### src/rtl/fsr_pkg.sv
package fsr_pkg;
  // ****************
  // Opcodes
  // ****************
  localparam logic [7:0] FSR_OP_READ_ONE   = 8'h05;
  localparam logic [7:0] FSR_OP_READ_TWO   = 8'h35;
  localparam logic [7:0] FSR_OP_READ_THREE = 8'h15;
  // ****************
  // Field positions
  // ****************
  localparam int FSR_S1_PROT_LO  = 7;
  localparam int FSR_S1_BP_HI    = 6;
  localparam int FSR_S1_BP_LO    = 2;
  localparam int FSR_S1_WEL      = 1;
  localparam int FSR_S1_BUSY     = 0;
  localparam int FSR_S2_ERS_PAUSE = 7;
  localparam int FSR_S2_INVERT   = 6;
  localparam int FSR_S2_LOCK_HI  = 5;
  localparam int FSR_S2_LOCK_LO  = 3;
  localparam int FSR_S2_PRG_PAUSE = 2;
  localparam int FSR_S2_QUAD     = 1;
  localparam int FSR_S2_PROT_HI  = 0;
  localparam int FSR_S3_DRV_HI   = 6;
  localparam int FSR_S3_DRV_LO   = 5;
  // ****************
  // Writable masks and resets
  // ****************
  localparam logic [7:0] FSR_S1_WR_MASK = 8'hFC;
  localparam logic [7:0] FSR_S2_WR_MASK = 8'h7B;
  localparam logic [7:0] FSR_S3_WR_MASK = 8'h60;
  localparam logic [7:0] FSR_S1_RESET   = 8'h00;
  localparam logic [7:0] FSR_S2_RESET   = 8'h00;
  localparam logic [7:0] FSR_S3_RESET   = 8'h60;
  localparam logic [1:0] FSR_DRV_AUTO   = 2'h3;
  localparam logic [1:0] FSR_DRV_HALF   = 2'h2;
  localparam logic [1:0] FSR_DRV_3Q     = 2'h1;
  localparam logic [1:0] FSR_DRV_FULL   = 2'h0;
  // ****************
  // Write selects and counters
  // ****************
  localparam logic [1:0] FSR_SEL_ONE   = 2'h1;
  localparam logic [1:0] FSR_SEL_TWO   = 2'h2;
  localparam logic [1:0] FSR_SEL_THREE = 2'h3;
  localparam logic [2:0] FSR_BIT_TOP   = 3'h7;
  localparam logic [2:0] FSR_BIT_ZERO  = 3'h0;
  localparam logic [3:0] FSR_OP_BITS   = 4'h8;

  typedef enum logic [3:0] {
    FSR_IDLE   = 4'b0001,
    FSR_OPCODE = 4'b0010,
    FSR_SHIFT  = 4'b0100,
    FSR_IGNORE = 4'b1000
  } fsr_state_type;
endpackage

### src/rtl/fsr_status_read.sv
`timescale 1ns/1ps
module fsr_status_read
(
  // ****************
  // Clock and reset
  // ****************
  input  wire logic       clock,
  input  wire logic       rst,
  // ****************
  // Serial pins
  // ****************
  input  wire logic       sclk_pin,
  input  wire logic       cs_n_pin,
  input  wire logic       serial_in_pin,
  output logic            serial_out_pin,
  output logic            serial_out_oe,
  // ****************
  // Device state from engines
  // ****************
  input  wire logic       busy_in,
  input  wire logic       wel_set,
  input  wire logic       wel_clr,
  input  wire logic       dev_reset_op,
  input  wire logic       erase_paused_in,
  input  wire logic       program_paused_in,
  // ****************
  // Write status path
  // ****************
  input  wire logic       wr_en,
  input  wire logic [1:0] wr_sel,
  input  wire logic [7:0] wr_data,
  // ****************
  // Control outputs
  // ****************
  output logic [2:0]      page_lock,
  output logic            quad_io_enable,
  output logic [1:0]      output_strength_sel,
  output logic            write_latch_flag
);
  import fsr_pkg::*;

  // ****************
  // Pin synchronisers
  // ****************
  logic [1:0] sclk_s_r;
  logic [1:0] cs_s_r;
  logic [1:0] si_s_r;
  logic       sclk_d_r;
  logic       sclk_rise;
  logic       sclk_fall;
  logic       cs_act;

  // Stage one feeds stage two only
  always_ff @(posedge clock or posedge rst) begin
    if (rst) begin
      sclk_s_r <= 2'h0;
      cs_s_r   <= 2'h3;
      si_s_r   <= 2'h0;
      sclk_d_r <= 1'b0;
    end else begin
      sclk_s_r <= {sclk_s_r[0], sclk_pin};
      cs_s_r   <= {cs_s_r[0], cs_n_pin};
      si_s_r   <= {si_s_r[0], serial_in_pin};
      sclk_d_r <= sclk_s_r[1];
    end
  end

  assign sclk_rise = sclk_s_r[1] & ~sclk_d_r;
  assign sclk_fall = ~sclk_s_r[1] & sclk_d_r;
  assign cs_act    = ~cs_s_r[1];

  // ****************
  // Status registers
  // ****************
  logic [7:0] s1_r;
  logic [7:0] s2_r;
  logic [7:0] s3_r;
  logic       wel_r;
  logic [7:0] live_one;
  logic [7:0] live_two;
  logic [7:0] live_three;

  // Set beats an engine clear; device reset clears outright
  always_ff @(posedge clock or posedge rst) begin
    if (rst) begin
      wel_r <= 1'b0;
    end else if (dev_reset_op) begin
      wel_r <= 1'b0;
    end else if (wel_set) begin
      wel_r <= 1'b1;
    end else if (wel_clr) begin
      wel_r <= 1'b0;
    end
  end

  // Only writable bits are stored; the rest read from hardware, or as zero in register three
  always_ff @(posedge clock or posedge rst) begin
    if (rst) begin
      s1_r <= FSR_S1_RESET;
      s2_r <= FSR_S2_RESET;
      s3_r <= FSR_S3_RESET;
    end else if (wr_en) begin
      case (wr_sel)
        FSR_SEL_ONE: begin
          s1_r <= wr_data & FSR_S1_WR_MASK;
        end
        FSR_SEL_TWO: begin
          s2_r <= wr_data & FSR_S2_WR_MASK;
        end
        FSR_SEL_THREE: begin
          s3_r <= wr_data & FSR_S3_WR_MASK;
        end
        default: begin
          s1_r <= s1_r;
        end
      endcase
    end
  end

  always_comb begin
    live_one = s1_r;
    live_one[FSR_S1_WEL]  = wel_r;
    live_one[FSR_S1_BUSY] = busy_in;
    live_two = s2_r;
    live_two[FSR_S2_ERS_PAUSE] = erase_paused_in;
    live_two[FSR_S2_PRG_PAUSE] = program_paused_in;
    live_three = s3_r & FSR_S3_WR_MASK;
  end

  assign page_lock           = s2_r[FSR_S2_LOCK_HI:FSR_S2_LOCK_LO];
  assign quad_io_enable      = s2_r[FSR_S2_QUAD];
  assign output_strength_sel = s3_r[FSR_S3_DRV_HI:FSR_S3_DRV_LO];
  assign write_latch_flag    = wel_r;

  // ****************
  // Serial state machine
  // ****************
  fsr_state_type state_r;
  fsr_state_type state_nxt;
  logic [7:0]    op_r;
  logic [3:0]    op_cnt_r;
  logic [1:0]    sel_r;
  logic [2:0]    idx_r;
  logic [7:0]    snap_r;
  logic [7:0]    op_full;
  logic [7:0]    live_sel;

  assign op_full = {op_r[6:0], si_s_r[1]};

  // No busy gating: reads run during program or erase
  always_comb begin
    state_nxt = state_r;
    case (state_r)
      FSR_IDLE: begin
        if (cs_act) begin
          state_nxt = FSR_OPCODE;
        end
      end
      FSR_OPCODE: begin
        if (sclk_rise && op_cnt_r == FSR_OP_BITS - 4'h1) begin
          if (op_full == FSR_OP_READ_ONE || op_full == FSR_OP_READ_TWO ||
              op_full == FSR_OP_READ_THREE) begin
            state_nxt = FSR_SHIFT;
          end else begin
            state_nxt = FSR_IGNORE;
          end
        end
      end
      FSR_SHIFT: begin
        state_nxt = FSR_SHIFT;
      end
      FSR_IGNORE: begin
        state_nxt = FSR_IGNORE;
      end
      default: begin
        state_nxt = FSR_IDLE;
      end
    endcase
    if (!cs_act) begin
      state_nxt = FSR_IDLE;
    end
  end

  always_ff @(posedge clock or posedge rst) begin
    if (rst) begin
      state_r <= FSR_IDLE;
    end else begin
      state_r <= state_nxt;
    end
  end

  // Opcode capture, MSB first on rising edges
  always_ff @(posedge clock or posedge rst) begin
    if (rst) begin
      op_r     <= 8'h00;
      op_cnt_r <= 4'h0;
      sel_r    <= FSR_SEL_ONE;
    end else if (!cs_act) begin
      op_cnt_r <= 4'h0;
    end else if (state_r == FSR_OPCODE && sclk_rise) begin
      op_r     <= op_full;
      op_cnt_r <= op_cnt_r + 4'h1;
      case (op_full)
        FSR_OP_READ_ONE: begin
          sel_r <= FSR_SEL_ONE;
        end
        FSR_OP_READ_TWO: begin
          sel_r <= FSR_SEL_TWO;
        end
        FSR_OP_READ_THREE: begin
          sel_r <= FSR_SEL_THREE;
        end
        default: begin
          sel_r <= sel_r;
        end
      endcase
    end
  end

  always_comb begin
    case (sel_r)
      FSR_SEL_TWO: begin
        live_sel = live_two;
      end
      FSR_SEL_THREE: begin
        live_sel = live_three;
      end
      default: begin
        live_sel = live_one;
      end
    endcase
  end

  // Fresh snapshot at every bit 7 so polling sees busy drop
  always_ff @(posedge clock or posedge rst) begin
    if (rst) begin
      idx_r          <= FSR_BIT_TOP;
      snap_r         <= 8'h00;
      serial_out_pin <= 1'b0;
    end else if (state_r != FSR_SHIFT) begin
      idx_r <= FSR_BIT_TOP;
    end else if (sclk_fall) begin
      if (idx_r == FSR_BIT_TOP) begin
        snap_r         <= live_sel;
        serial_out_pin <= live_sel[FSR_BIT_TOP];
      end else begin
        serial_out_pin <= snap_r[idx_r];
      end
      idx_r <= idx_r - 3'h1;
    end
  end

  // Enable follows select directly; mid-byte rise releases the pin
  assign serial_out_oe = (state_r == FSR_SHIFT) && cs_act;

  // ****************
  // Assertions
  // ****************
  logic sel_one_seen;
  assign sel_one_seen = state_r == FSR_SHIFT && sel_r == FSR_SEL_ONE;

  property p_cs_release;
    @(posedge clock) disable iff (rst)
      !cs_s_r[1] ##1 cs_s_r[1] |-> !serial_out_oe ##1 (state_r == FSR_IDLE && !serial_out_oe);
  endproperty
  a_cs_release: assert property (p_cs_release) else $error("Out enable after select rise");
  property p_first_bit;
    @(posedge clock) disable iff (rst)
      (state_r == FSR_SHIFT && sclk_fall && idx_r == FSR_BIT_TOP) |=> serial_out_pin == $past(live_sel[FSR_BIT_TOP]);
  endproperty
  a_first_bit: assert property (p_first_bit) else $error("Bit 7 not sent first");
  property p_snap_live;
    @(posedge clock) disable iff (rst)
      (state_r == FSR_SHIFT && sclk_fall && idx_r == FSR_BIT_TOP) |=> snap_r == $past(live_sel);
  endproperty
  a_snap_live: assert property (p_snap_live) else $error("Snapshot not live");
  property p_wrap;
    @(posedge clock) disable iff (rst)
      (state_r == FSR_SHIFT && sclk_fall && idx_r == FSR_BIT_ZERO && cs_act) |=> idx_r == FSR_BIT_TOP;
  endproperty
  a_wrap: assert property (p_wrap) else $error("No wrap to bit 7");
  property p_wel_reset;
    @(posedge clock) disable iff (rst) dev_reset_op |=> !write_latch_flag;
  endproperty
  a_wel_reset: assert property (p_wel_reset) else $error("Latch kept after reset");
  property p_ro_bits;
    @(posedge clock) disable iff (rst)
      (wr_en && !wel_set && !wel_clr && !dev_reset_op) |=> write_latch_flag == $past(write_latch_flag);
  endproperty
  a_ro_bits: assert property (p_ro_bits) else $error("Read-only bit written");
  property p_reserved;
    @(posedge clock) disable iff (rst) (s3_r & ~FSR_S3_WR_MASK) == 8'h00;
  endproperty
  a_reserved: assert property (p_reserved) else $error("Reserved bit nonzero");
  property p_quad_write;
    @(posedge clock) disable iff (rst)
      (wr_en && wr_sel == FSR_SEL_TWO) |=> quad_io_enable == $past(wr_data[FSR_S2_QUAD]);
  endproperty
  a_quad_write: assert property (p_quad_write) else $error("Quad bit not stored");
  property p_bad_op;
    @(posedge clock) disable iff (rst) state_r == FSR_IGNORE |-> !serial_out_oe;
  endproperty
  a_bad_op: assert property (p_bad_op) else $error("Drive on unknown opcode");
  property p_busy_read;
    @(posedge clock) disable iff (rst) busy_in |-> live_one[FSR_S1_BUSY];
  endproperty
  a_busy_read: assert property (p_busy_read) else $error("Busy not shown");

  c_read_one: cover property (@(posedge clock) disable iff (rst) sel_one_seen && sclk_fall);
  c_read_two: cover property (@(posedge clock) disable iff (rst) state_r == FSR_SHIFT && sel_r == FSR_SEL_TWO);
  c_read_three: cover property (@(posedge clock) disable iff (rst) state_r == FSR_SHIFT && sel_r == FSR_SEL_THREE);
  c_mid_abort: cover property (@(posedge clock) disable iff (rst)
    state_r == FSR_SHIFT && idx_r == 3'h3 ##1 !cs_act);
endmodule

### config.mk
export PLATFORM = sky130hd
export DESIGN_NAME = fsr_status_read
export DESIGN_NICKNAME = d
export VERILOG_FILES = /design/src/rtl/fsr_pkg.sv /design/src/rtl/fsr_status_read.sv
export SDC_FILE = /design/constraint.sdc
export NUM_CORES = 1
export LEC_CHECK = 0
export ABC_AREA = 1
export BUFFER_PORTS_ARGS = -buffer_cell sky130_fd_sc_hd__buf_2
export CAP_MARGIN = 40
export CORE_MARGIN = 3
export CORE_UTILIZATION = 61
export DETAILED_ROUTE_END_ITERATION = 16
export GPL_TIMING_DRIVEN = 0
export PLACE_DENSITY_LB_ADDON = 0.05
export SYNTH_ARGS = -nofsm -noshare
export SYNTH_HDL_FRONTEND = slang
export SYNTH_SLANG_ARGS = --single-unit
### constraint.sdc
create_clock -name clock -period 4 [get_ports clock]
set_input_delay 0.4 -clock clock [delete_from_list [all_inputs] [get_ports clock]]
set_output_delay 0.4 -clock clock [all_outputs]
set_load 0.02 [all_outputs]
# After elaboration in Yosys (flattened, before gate mapping)
# Cells that the tools add are included.
# totals
n_memories	0
output_inout_bits	9
ff_bits	51
latch_bits	0
wordCells	72
inputBits	22
ramBits	0
mem_bits_ro	0
# classes
n_eq_ne	16
reduce_logical	16
n_lt_le_gt_ge	1
n_addsub	2
bitwise	6
mux	16
n_div	0
shift	0
multipliers	0
# ops
operator	count
2-to-1 mux 4 bit	5
case mux 4 bit (4 select lines)	1
case mux 8 bit (2 select lines)	1
AND reduction 2 bit	5
equality test 2 bit (second input constant)	4
equality test 4 x 3 -> 1 bit (second input constant)	2
equality test 8 x 3 -> 1 bit (second input constant)	1
equality test 8 x 5 -> 1 bit (second input constant)	1
equality test 8 x 6 -> 1 bit (second input constant)	1
2-to-1 mux 3 bit	2
case mux 2 bit (3 select lines)	1
AND reduction 3 bit	2
nonzero test 3 bit	2
2-to-1 mux 1 bit	5
adder 4 x 1 -> 4 bit (second input constant)	1
equality test 4 x 1 -> 1 bit (second input constant)	1
equality test 4 x 2 -> 1 bit (second input constant)	1
equality test 4 bit (second input constant)	1
< comparator 3 x 4 -> 1 bit (second input constant)	1
inequality test 4 x 3 -> 1 bit (second input constant)	1
inverter 1 bit	4
nonzero test 2 bit	2
binary-select mux 1 bit (select 3 bit)	1
equality test 3 bit (second input constant)	1
other kinds (6)	10

# Depth between registers and ports, before layout
# Gate-level depths: netlist of the first run.
# logic_depth
word_depth	7
ltp_mapped	8
ltp_nobuf	8

# Worst setup path before layout of the first run
# Ideal clock, no wire load.
# synth_path
path_type	register to output
startpoint	register state_r[3]
endpoint	output port serial_out_oe
slack_ps	2594
required_time_ps	3600
stages_incl_launch_ff	6
t_arrival_ps	1006
path_cell_list	dfrtp_1 inv_1 nand2_1 nor2_2 inv_2 nor2_1
# synth_between
elab_chain_cells	2
# synth_rtl
item	line	text
from (decl)	fsr_status_read.sv:138	fsr_state_type state_r;
from (signal assigned)	fsr_status_read.sv:188	state_r <= state_nxt;
equality test 4 x 3 -> 1 bit	fsr_status_read.sv:254	assign serial_out_oe = (state_r == FSR_SHIFT) && cs_act;
logical AND 1 bit	fsr_status_read.sv:254	
to (decl)	fsr_status_read.sv:16	output logic serial_out_oe,
# No other way between the ends.

# Worst setup path in the final report of the first run
# Ends and elaborated chain as after synthesis.

==> run_results.csv, run 1 <==
group,metric,value,unit
critical_path,critPathMaxStageDelay,0.42,ns
clock_tree,cts_made_buffers,5,
critical_path,required,3.60,ns
floorplanning,die_w,68.7,um
floorplanning,dieArea,4730,um2
sta,fin_crit,1.79,ns
clock_tree,cts_sinks,51,
global_route,grt_max_degree,41,
critical_path,start_kind,"flip-flop",
global_route,antenna_found_initial,0,
placed_design,place.gp.congestion,0.762,
pwr,power,1040,uW
layout,areaGrowthSynthToFinish,12.9,%
sta,setup_violations,0,
clock_tree,ctsHoldBuffers,0,
critical_path,slowest_stage,"dfrtp_1",
synthesis,synth-seq-cells,51,
sta,post-route-period-util,44.7,%
synthesis,postSynthAreaPerCell,8.19,um2
clock_tree,root_buffer,"clkbuf_8",
layout,drive_gt1_share,22.0,%
sta,finalClockSkew,0.00865,ns
synthesis,synth_top_family_by_area,"simple AND/OR/NAND/NOR gates",
global_route,grt_pass1_wl,7690,um
synthesis,synth_cells,293,
critical_path,cp_data_arrival_time,1.39,ns
critical_path,cp_top_family,"flip-flops",
layout,layout_commonest_cell,"nand2_1",
sta,whs,0.0160,ns
synthesis,yosys.area_share.adder,1.56,%
clock_tree,cts_tree,"built",
route,drtIter0Drc,118,
route,drc_errors,0,
synthesis,synth_compound_area_share,7.45,%
critical_path,worstPathCellList,"inv_1, nand2_1, nor2_2, inv_2, nor2_1, buf_2",
placed_design,dp.cells,372,
sta,slew-limit-headroom,72.4,%
sta,slew_viol_final,0,
sta,rsz0062_at_grt,"false",
synthesis,muxShareOfSynthArea,0.469,%
sta,tns,0,ns
critical_path,critPathCaptureType,"primary output",
pwr,powerDensity,382,nW/um2
floorplanning,die_h,68.7,um
critical_path,cp_max_fo,4,
clock_tree,clk_path_buf_depth,2,
route,finalWirelength,4460,um
clock_tree,postCtsSetupBuffers,0,
clock_tree,clk_pin_slew_worst_paths,0.09,ns
pwr,p_leak,0.00143,uW
sta,timing.fmax,559,MHz
route,vias,1903,
route,ant_nets,0,
synthesis,synth_edf_count,0,
floorplanning,rows,22,
layout,antennaDiodeCount,0,
sta,worstMarginPinSlew,0.413,ns
layout,final_nets,356,
synthesis,synthesis.area,2400,um2
sta,finalHoldViolCount,0,
run_status,status,"complete, no violations",
synthesis,async_flop_share,100,%
floorplanning,initial_core_util,64.6,%
global_route,grt_use_total,21.9,%
route,drt-vias-per-instance,5.01,
synthesis,ys_types,26,
min_path,hold_path_class,"primary input to async pin",
route,drtPass1Iterations,4,
clock_tree,cts.repair.resized,0,
synthesis,synthesis.nets,318,
critical_path,worst-path-buf-inv,3,
floorplanning,core-area,3720,um2
pwr,ir_worst_vdd,0.000265,V
layout,layoutNonFillerInstCount,380,
clock_tree,htreeDepth,2,
synthesis,synth_xor_area_share,0.730,%
clock_tree,clock_latency,0.30,ns
critical_path,crit_type,"flip-flop to primary output",
placed_design,port_buffers,30,
synthesis,yosysSeqAreaShare,53.6,%
placed_design,place.detailed.hpwl,3440,um
layout,final.fill_count,307,
floorplanning,num_io_pins,31,
synthesis,synthSimpleGateAreaFrac,28.1,%
route,wire_per_inst,11.7,um
layout,final_cell_mix,"nand2_1 (98), dfrtp_1 (42), buf_2 (31), nor2_1 (26), nand3_1 (25)",
synthesis,synthFlopType,"dfrtp_1",
global_route,grt_pass1_vias,1807,
job,maxCapViolCount,0,
synthesis,yosysWarnings,0,
layout,layout.area.seq,1290,um2
global_route,grt-ovfl-total,0,
layout,multi_input_area,921,um2
-- area by class of cell --
cell class / count / area share [%]
well taps: 48 / 2.22
plain buffers: 7 / 1.98
multi-input cells: 198 / 34.0
flip-flops and latches: 51 / 47.5
inverters: 37 / 5.12
repair buffers: 31 / 6.28
clock buffers: 8 / 2.95
-- cell usage after synthesis (3+ instances only) --
| cell | n | area share (%) |
|---|---|---|
| nor2_1 | 26 | 4.1 |
| dfstp_2 | 9 | 9.8 |
| dfrtp_1 | 42 | 44 |
| inv_2 | 14 | 2.2 |
| buf_4 | 3 | 0.94 |
| inv_1 | 23 | 3.6 |
| o21ai_1 | 16 | 3.3 |
| a21oi_1 | 5 | 1.0 |
| o21ai_0 | 10 | 2.1 |
| nand2_1 | 98 | 15 |
| ha_1 | 3 | 1.6 |
| nand3_1 | 25 | 5.2 |
-- registers in the layout, indices dropped and copies added, names as in the netlist, 2 cells and up --
name,cells
op_cnt_r,4
sel_r,2
state_r,4
s1_r,6
idx_r,3
si_s_r,2
op_r,7
s2_r,6
cs_s_r,2
snap_r,8
sclk_s_r,2
s3_r,2
-- where the power goes --
group	total, uW	internal, uW	switching (uW)	leakage, uW
combinational	164	63.9	100	0.000767
clock	278	125	154	0.0000395
sequential	594	564	30.4	0.000622
-- path summary, 6_finish.rpt --
check                      startpoint        endpoint  slack, ns  depth (start not counted)
max                        state_r[3]   serial_out_oe       2.21                          6
min                               rst     sclk_s_r[0]       0.02                          2
max reg2reg                  idx_r[0]  serial_out_pin       2.59                          8
min reg2reg                 si_s_r[0]       si_s_r[1]       0.35                          0
max in group asynchronous         rst         s3_r[6]       3.43                          3
min in group clock           cs_n_pin       cs_s_r[0]       0.20                          1
-- per-layer routing --
layer,GRT usage [%],vias to the layer above,wire length (um)
li1,-,993,-
met1,30.0,864,2170
met2,34.1,40,2030
met3,5.67,6,209
met4,6.81,0,47
met5,0,-,0
-- per-stage QoR --
step	instance area [um2]	setup WS, ns	utilization (%)
after floorplan	2400	2.39	-
after global placement	2610	1.80	70.3
after detailed placement	2630	2.54	70.8
after CTS	2710	2.20	73.0
after global routing	2710	2.10	73.0
final	2710	2.21	73.0
-- logic make-up (layout without fill, tap and decap cells) --
logic type                 count (synthesis)  after routing
and+or+nand+nor                          158            158
DFF                                       51             51
buffers and inverters                     44             83
AOI/OAI and AO/OA                         34             34
adders and majority gates                  3              3
xor gates and xnor gates                   2              2
muxes                                      1              1
Note: power is estimated with default switching activity, not from simulation.
==> run 2, diff against run 1 <==
- CORE_UTILIZATION: 61 -> 51
- clock period: 4 -> 1.5 ns (I/O delays scaled with it)
==> run_results.csv, run 2 (synthesized netlist as in run 1, its figures left out) <==
group,metric,value,unit
clock_tree,root_buffer,"clkbuf_8",
layout,layout_commonest_cell,"nand2_1",
route,drtIter0Drc,91,
clock_tree,clock_latency,0.31,ns
layout,largest_reg_flops,8,
placed_design,placedInstanceArea,2640,um2
global_route,grt-ovfl-total,0,
clock_tree,cts_tree,"built",
layout,final_nets,367,
pwr,p_sw,789,uW
pwr,p_leak,0.00149,uW
placed_design,port_buffers,30,
critical_path,critPathMaxStageDelay,0.42,ns
layout,largest-register,"snap_r",
layout,largestRegisters,"snap_r (8), op_r (7)",
pwr,p_int,2080,uW
critical_path,critPathCaptureType,"primary output",
sta,rsz0062_at_grt,"true",
critical_path,worstPathCellList,"inv_2, nand2_2, nor2_4, inv_2, nor2_1, buf_4",
sta,timing.fmax,685,MHz
critical_path,start_kind,"flip-flop",
pwr,combPwrFrac,17.0,%
sta,post-route-period-util,97.3,%
floorplanning,die_h,74.6,um
global_route,grt_use_total,17.9,%
floorplanning,initial_core_util,54.0,%
route,vias,1888,
route,finalWirelength,4550,um
floorplanning,die_w,74.6,um
layout,antennaDiodeCount,0,
critical_path,cp_max_fo,4,
layout,fin_area,2840,um2
clock_tree,htreeDepth,2,
pwr,ir_worst_vdd,0.000777,V
critical_path,crit_type,"flip-flop to primary output",
pwr,sw_frac_of_total,27.5,%
route,drc_errors,0,
global_route,antenna_found_initial,0,
sta,slew-limit-headroom,74.6,%
global_route,grt_pass1_vias,1728,
critical_path,cp_common_cell,"inv_2",
critical_path,required,1.35,ns
sta,fin_crit,1.46,ns
clock_tree,cts_made_buffers,5,
layout,utilization,63.8,%
sta,slew_viol_final,0,
layout,final.fill_count,411,
pwr,pwr-share-clk,27.8,%
critical_path,worst-path-buf-inv,3,
sta,worstMarginPinSlew,0.381,ns
clock_tree,clk_path_buf_depth,2,
floorplanning,rows,24,
route,drtPass1Iterations,5,
layout,drive_gt1_share,24.5,%
pwr,seq_power_share,55.2,%
route,ant_nets,0,
floorplanning,num_io_pins,31,
floorplanning,dieArea,5570,um2
sta,finalClockSkew,0.00938,ns
route,drt-vias-per-instance,4.78,
placed_design,place.detailed.hpwl,3310,um
critical_path,cp_data_arrival_time,1.31,ns
critical_path,slowest_stage,"dfrtp_1",
placed_design,place.gp.congestion,0.872,
run_status,status,"complete, no violations",
clock_tree,cts_sinks,51,
min_path,hold_path_class,"primary input to flip-flop",
global_route,grt_pass1_wl,7620,um
critical_path,cp_top_family,"flip-flops",
floorplanning,core-area,4440,um2
job,maxCapViolCount,0,
layout,final_cell_mix,"nand2_1 (97), dfrtp_1 (42), buf_2 (30), nor2_1 (25), nand3_1 (25)",
clock_tree,clk_pin_slew_worst_paths,0.09,ns
sta,finalHoldViolCount,0,
pwr,powerDensity,1010,nW/um2
route,wire_per_inst,11.5,um
pwr,power,2870,uW
global_route,grt_max_degree,38,
sta,setup_violations,0,
layout,areaGrowthSynthToFinish,18.1,%
==> run 2: cell count changes in the layout (fill, tap and decap cells not counted), sizes merged <==
cell	change
buf	+6
dlygate4sd3	+5
clkbuf	-1
clkinv	+1
==> run 2: final cells by class <==
class                   count  area (um2)  share of cell area [%]
flip-flops and latches     51        1290                    45.4
multi-input cells         198         931                    32.8
repair buffers             42         268                    9.44
inverters                  37         139                    4.90
clock buffers               7        86.3                    3.05
well taps                  52        65.1                    2.29
plain buffers               7        53.8                    1.90
clock inverters             1        5.00                   0.177
==> run 2: path summary, 6_finish.rpt <==
path,endpoint,slack [ns],startpoint,cells past startpoint
worst min register to register,si_s_r[1],0.36,si_s_r[0],0
worst min-delay path,s1_r[7],0.06,wr_data[7],2
worst max register to register,op_r[6],0.16,state_r[1],8
min in group asynchronous,op_cnt_r[2],0.34,rst,3
worst max-delay path,serial_out_oe,0.04,state_r[1],6
max in group asynchronous,s3_r[6],0.59,rst,4
==> run 2: routing by layer <==
layer	routed length [um]	global-route usage, %
met5	0	0
met4	44	7.11
met3	164	3.20
met2	2090	27.5
met1	2250	25.3
==> run 2: power groups by stage <==
stage	Sequential (uW)	Combinational, uW	Clock [uW]
3_3_place_gp	1610	420	0
6_report	1580	488	797
4_1_cts	1580	455	829
2_1_floorplan	1610	301	0
5_1_grt	1600	553	868
3_5_place_dp	1610	438	0
==> run 2: through the flow <==
| step | hold WS (ns) | setup WS (ns) | std cells | setup TNS (ns) |
|---|---|---|---|---|
| floorplan | 0.154 | 0.135 | 293 | 0 |
| global placement | 0.256 | -0.476 | 375 | -20.39 |
| detailed placement | 0.134 | 0.108 | 376 | 0 |
| CTS | 0.0546 | 0.00283 | 389 | 0 |
| global route | 0.0604 | -0.0382 | 395 | -0.0382 |
| finish | 0.0581 | 0.0412 | 395 | 0 |
==> run 2: repair_timing <==
action                                  CTS  global route
endpoints found under the setup margin    1             5
pin swaps                                 0             1
hold buffers                              5             0
gates resized for setup                   2             3
endpoints found under the hold margin    14             0
setup buffers                             0             6
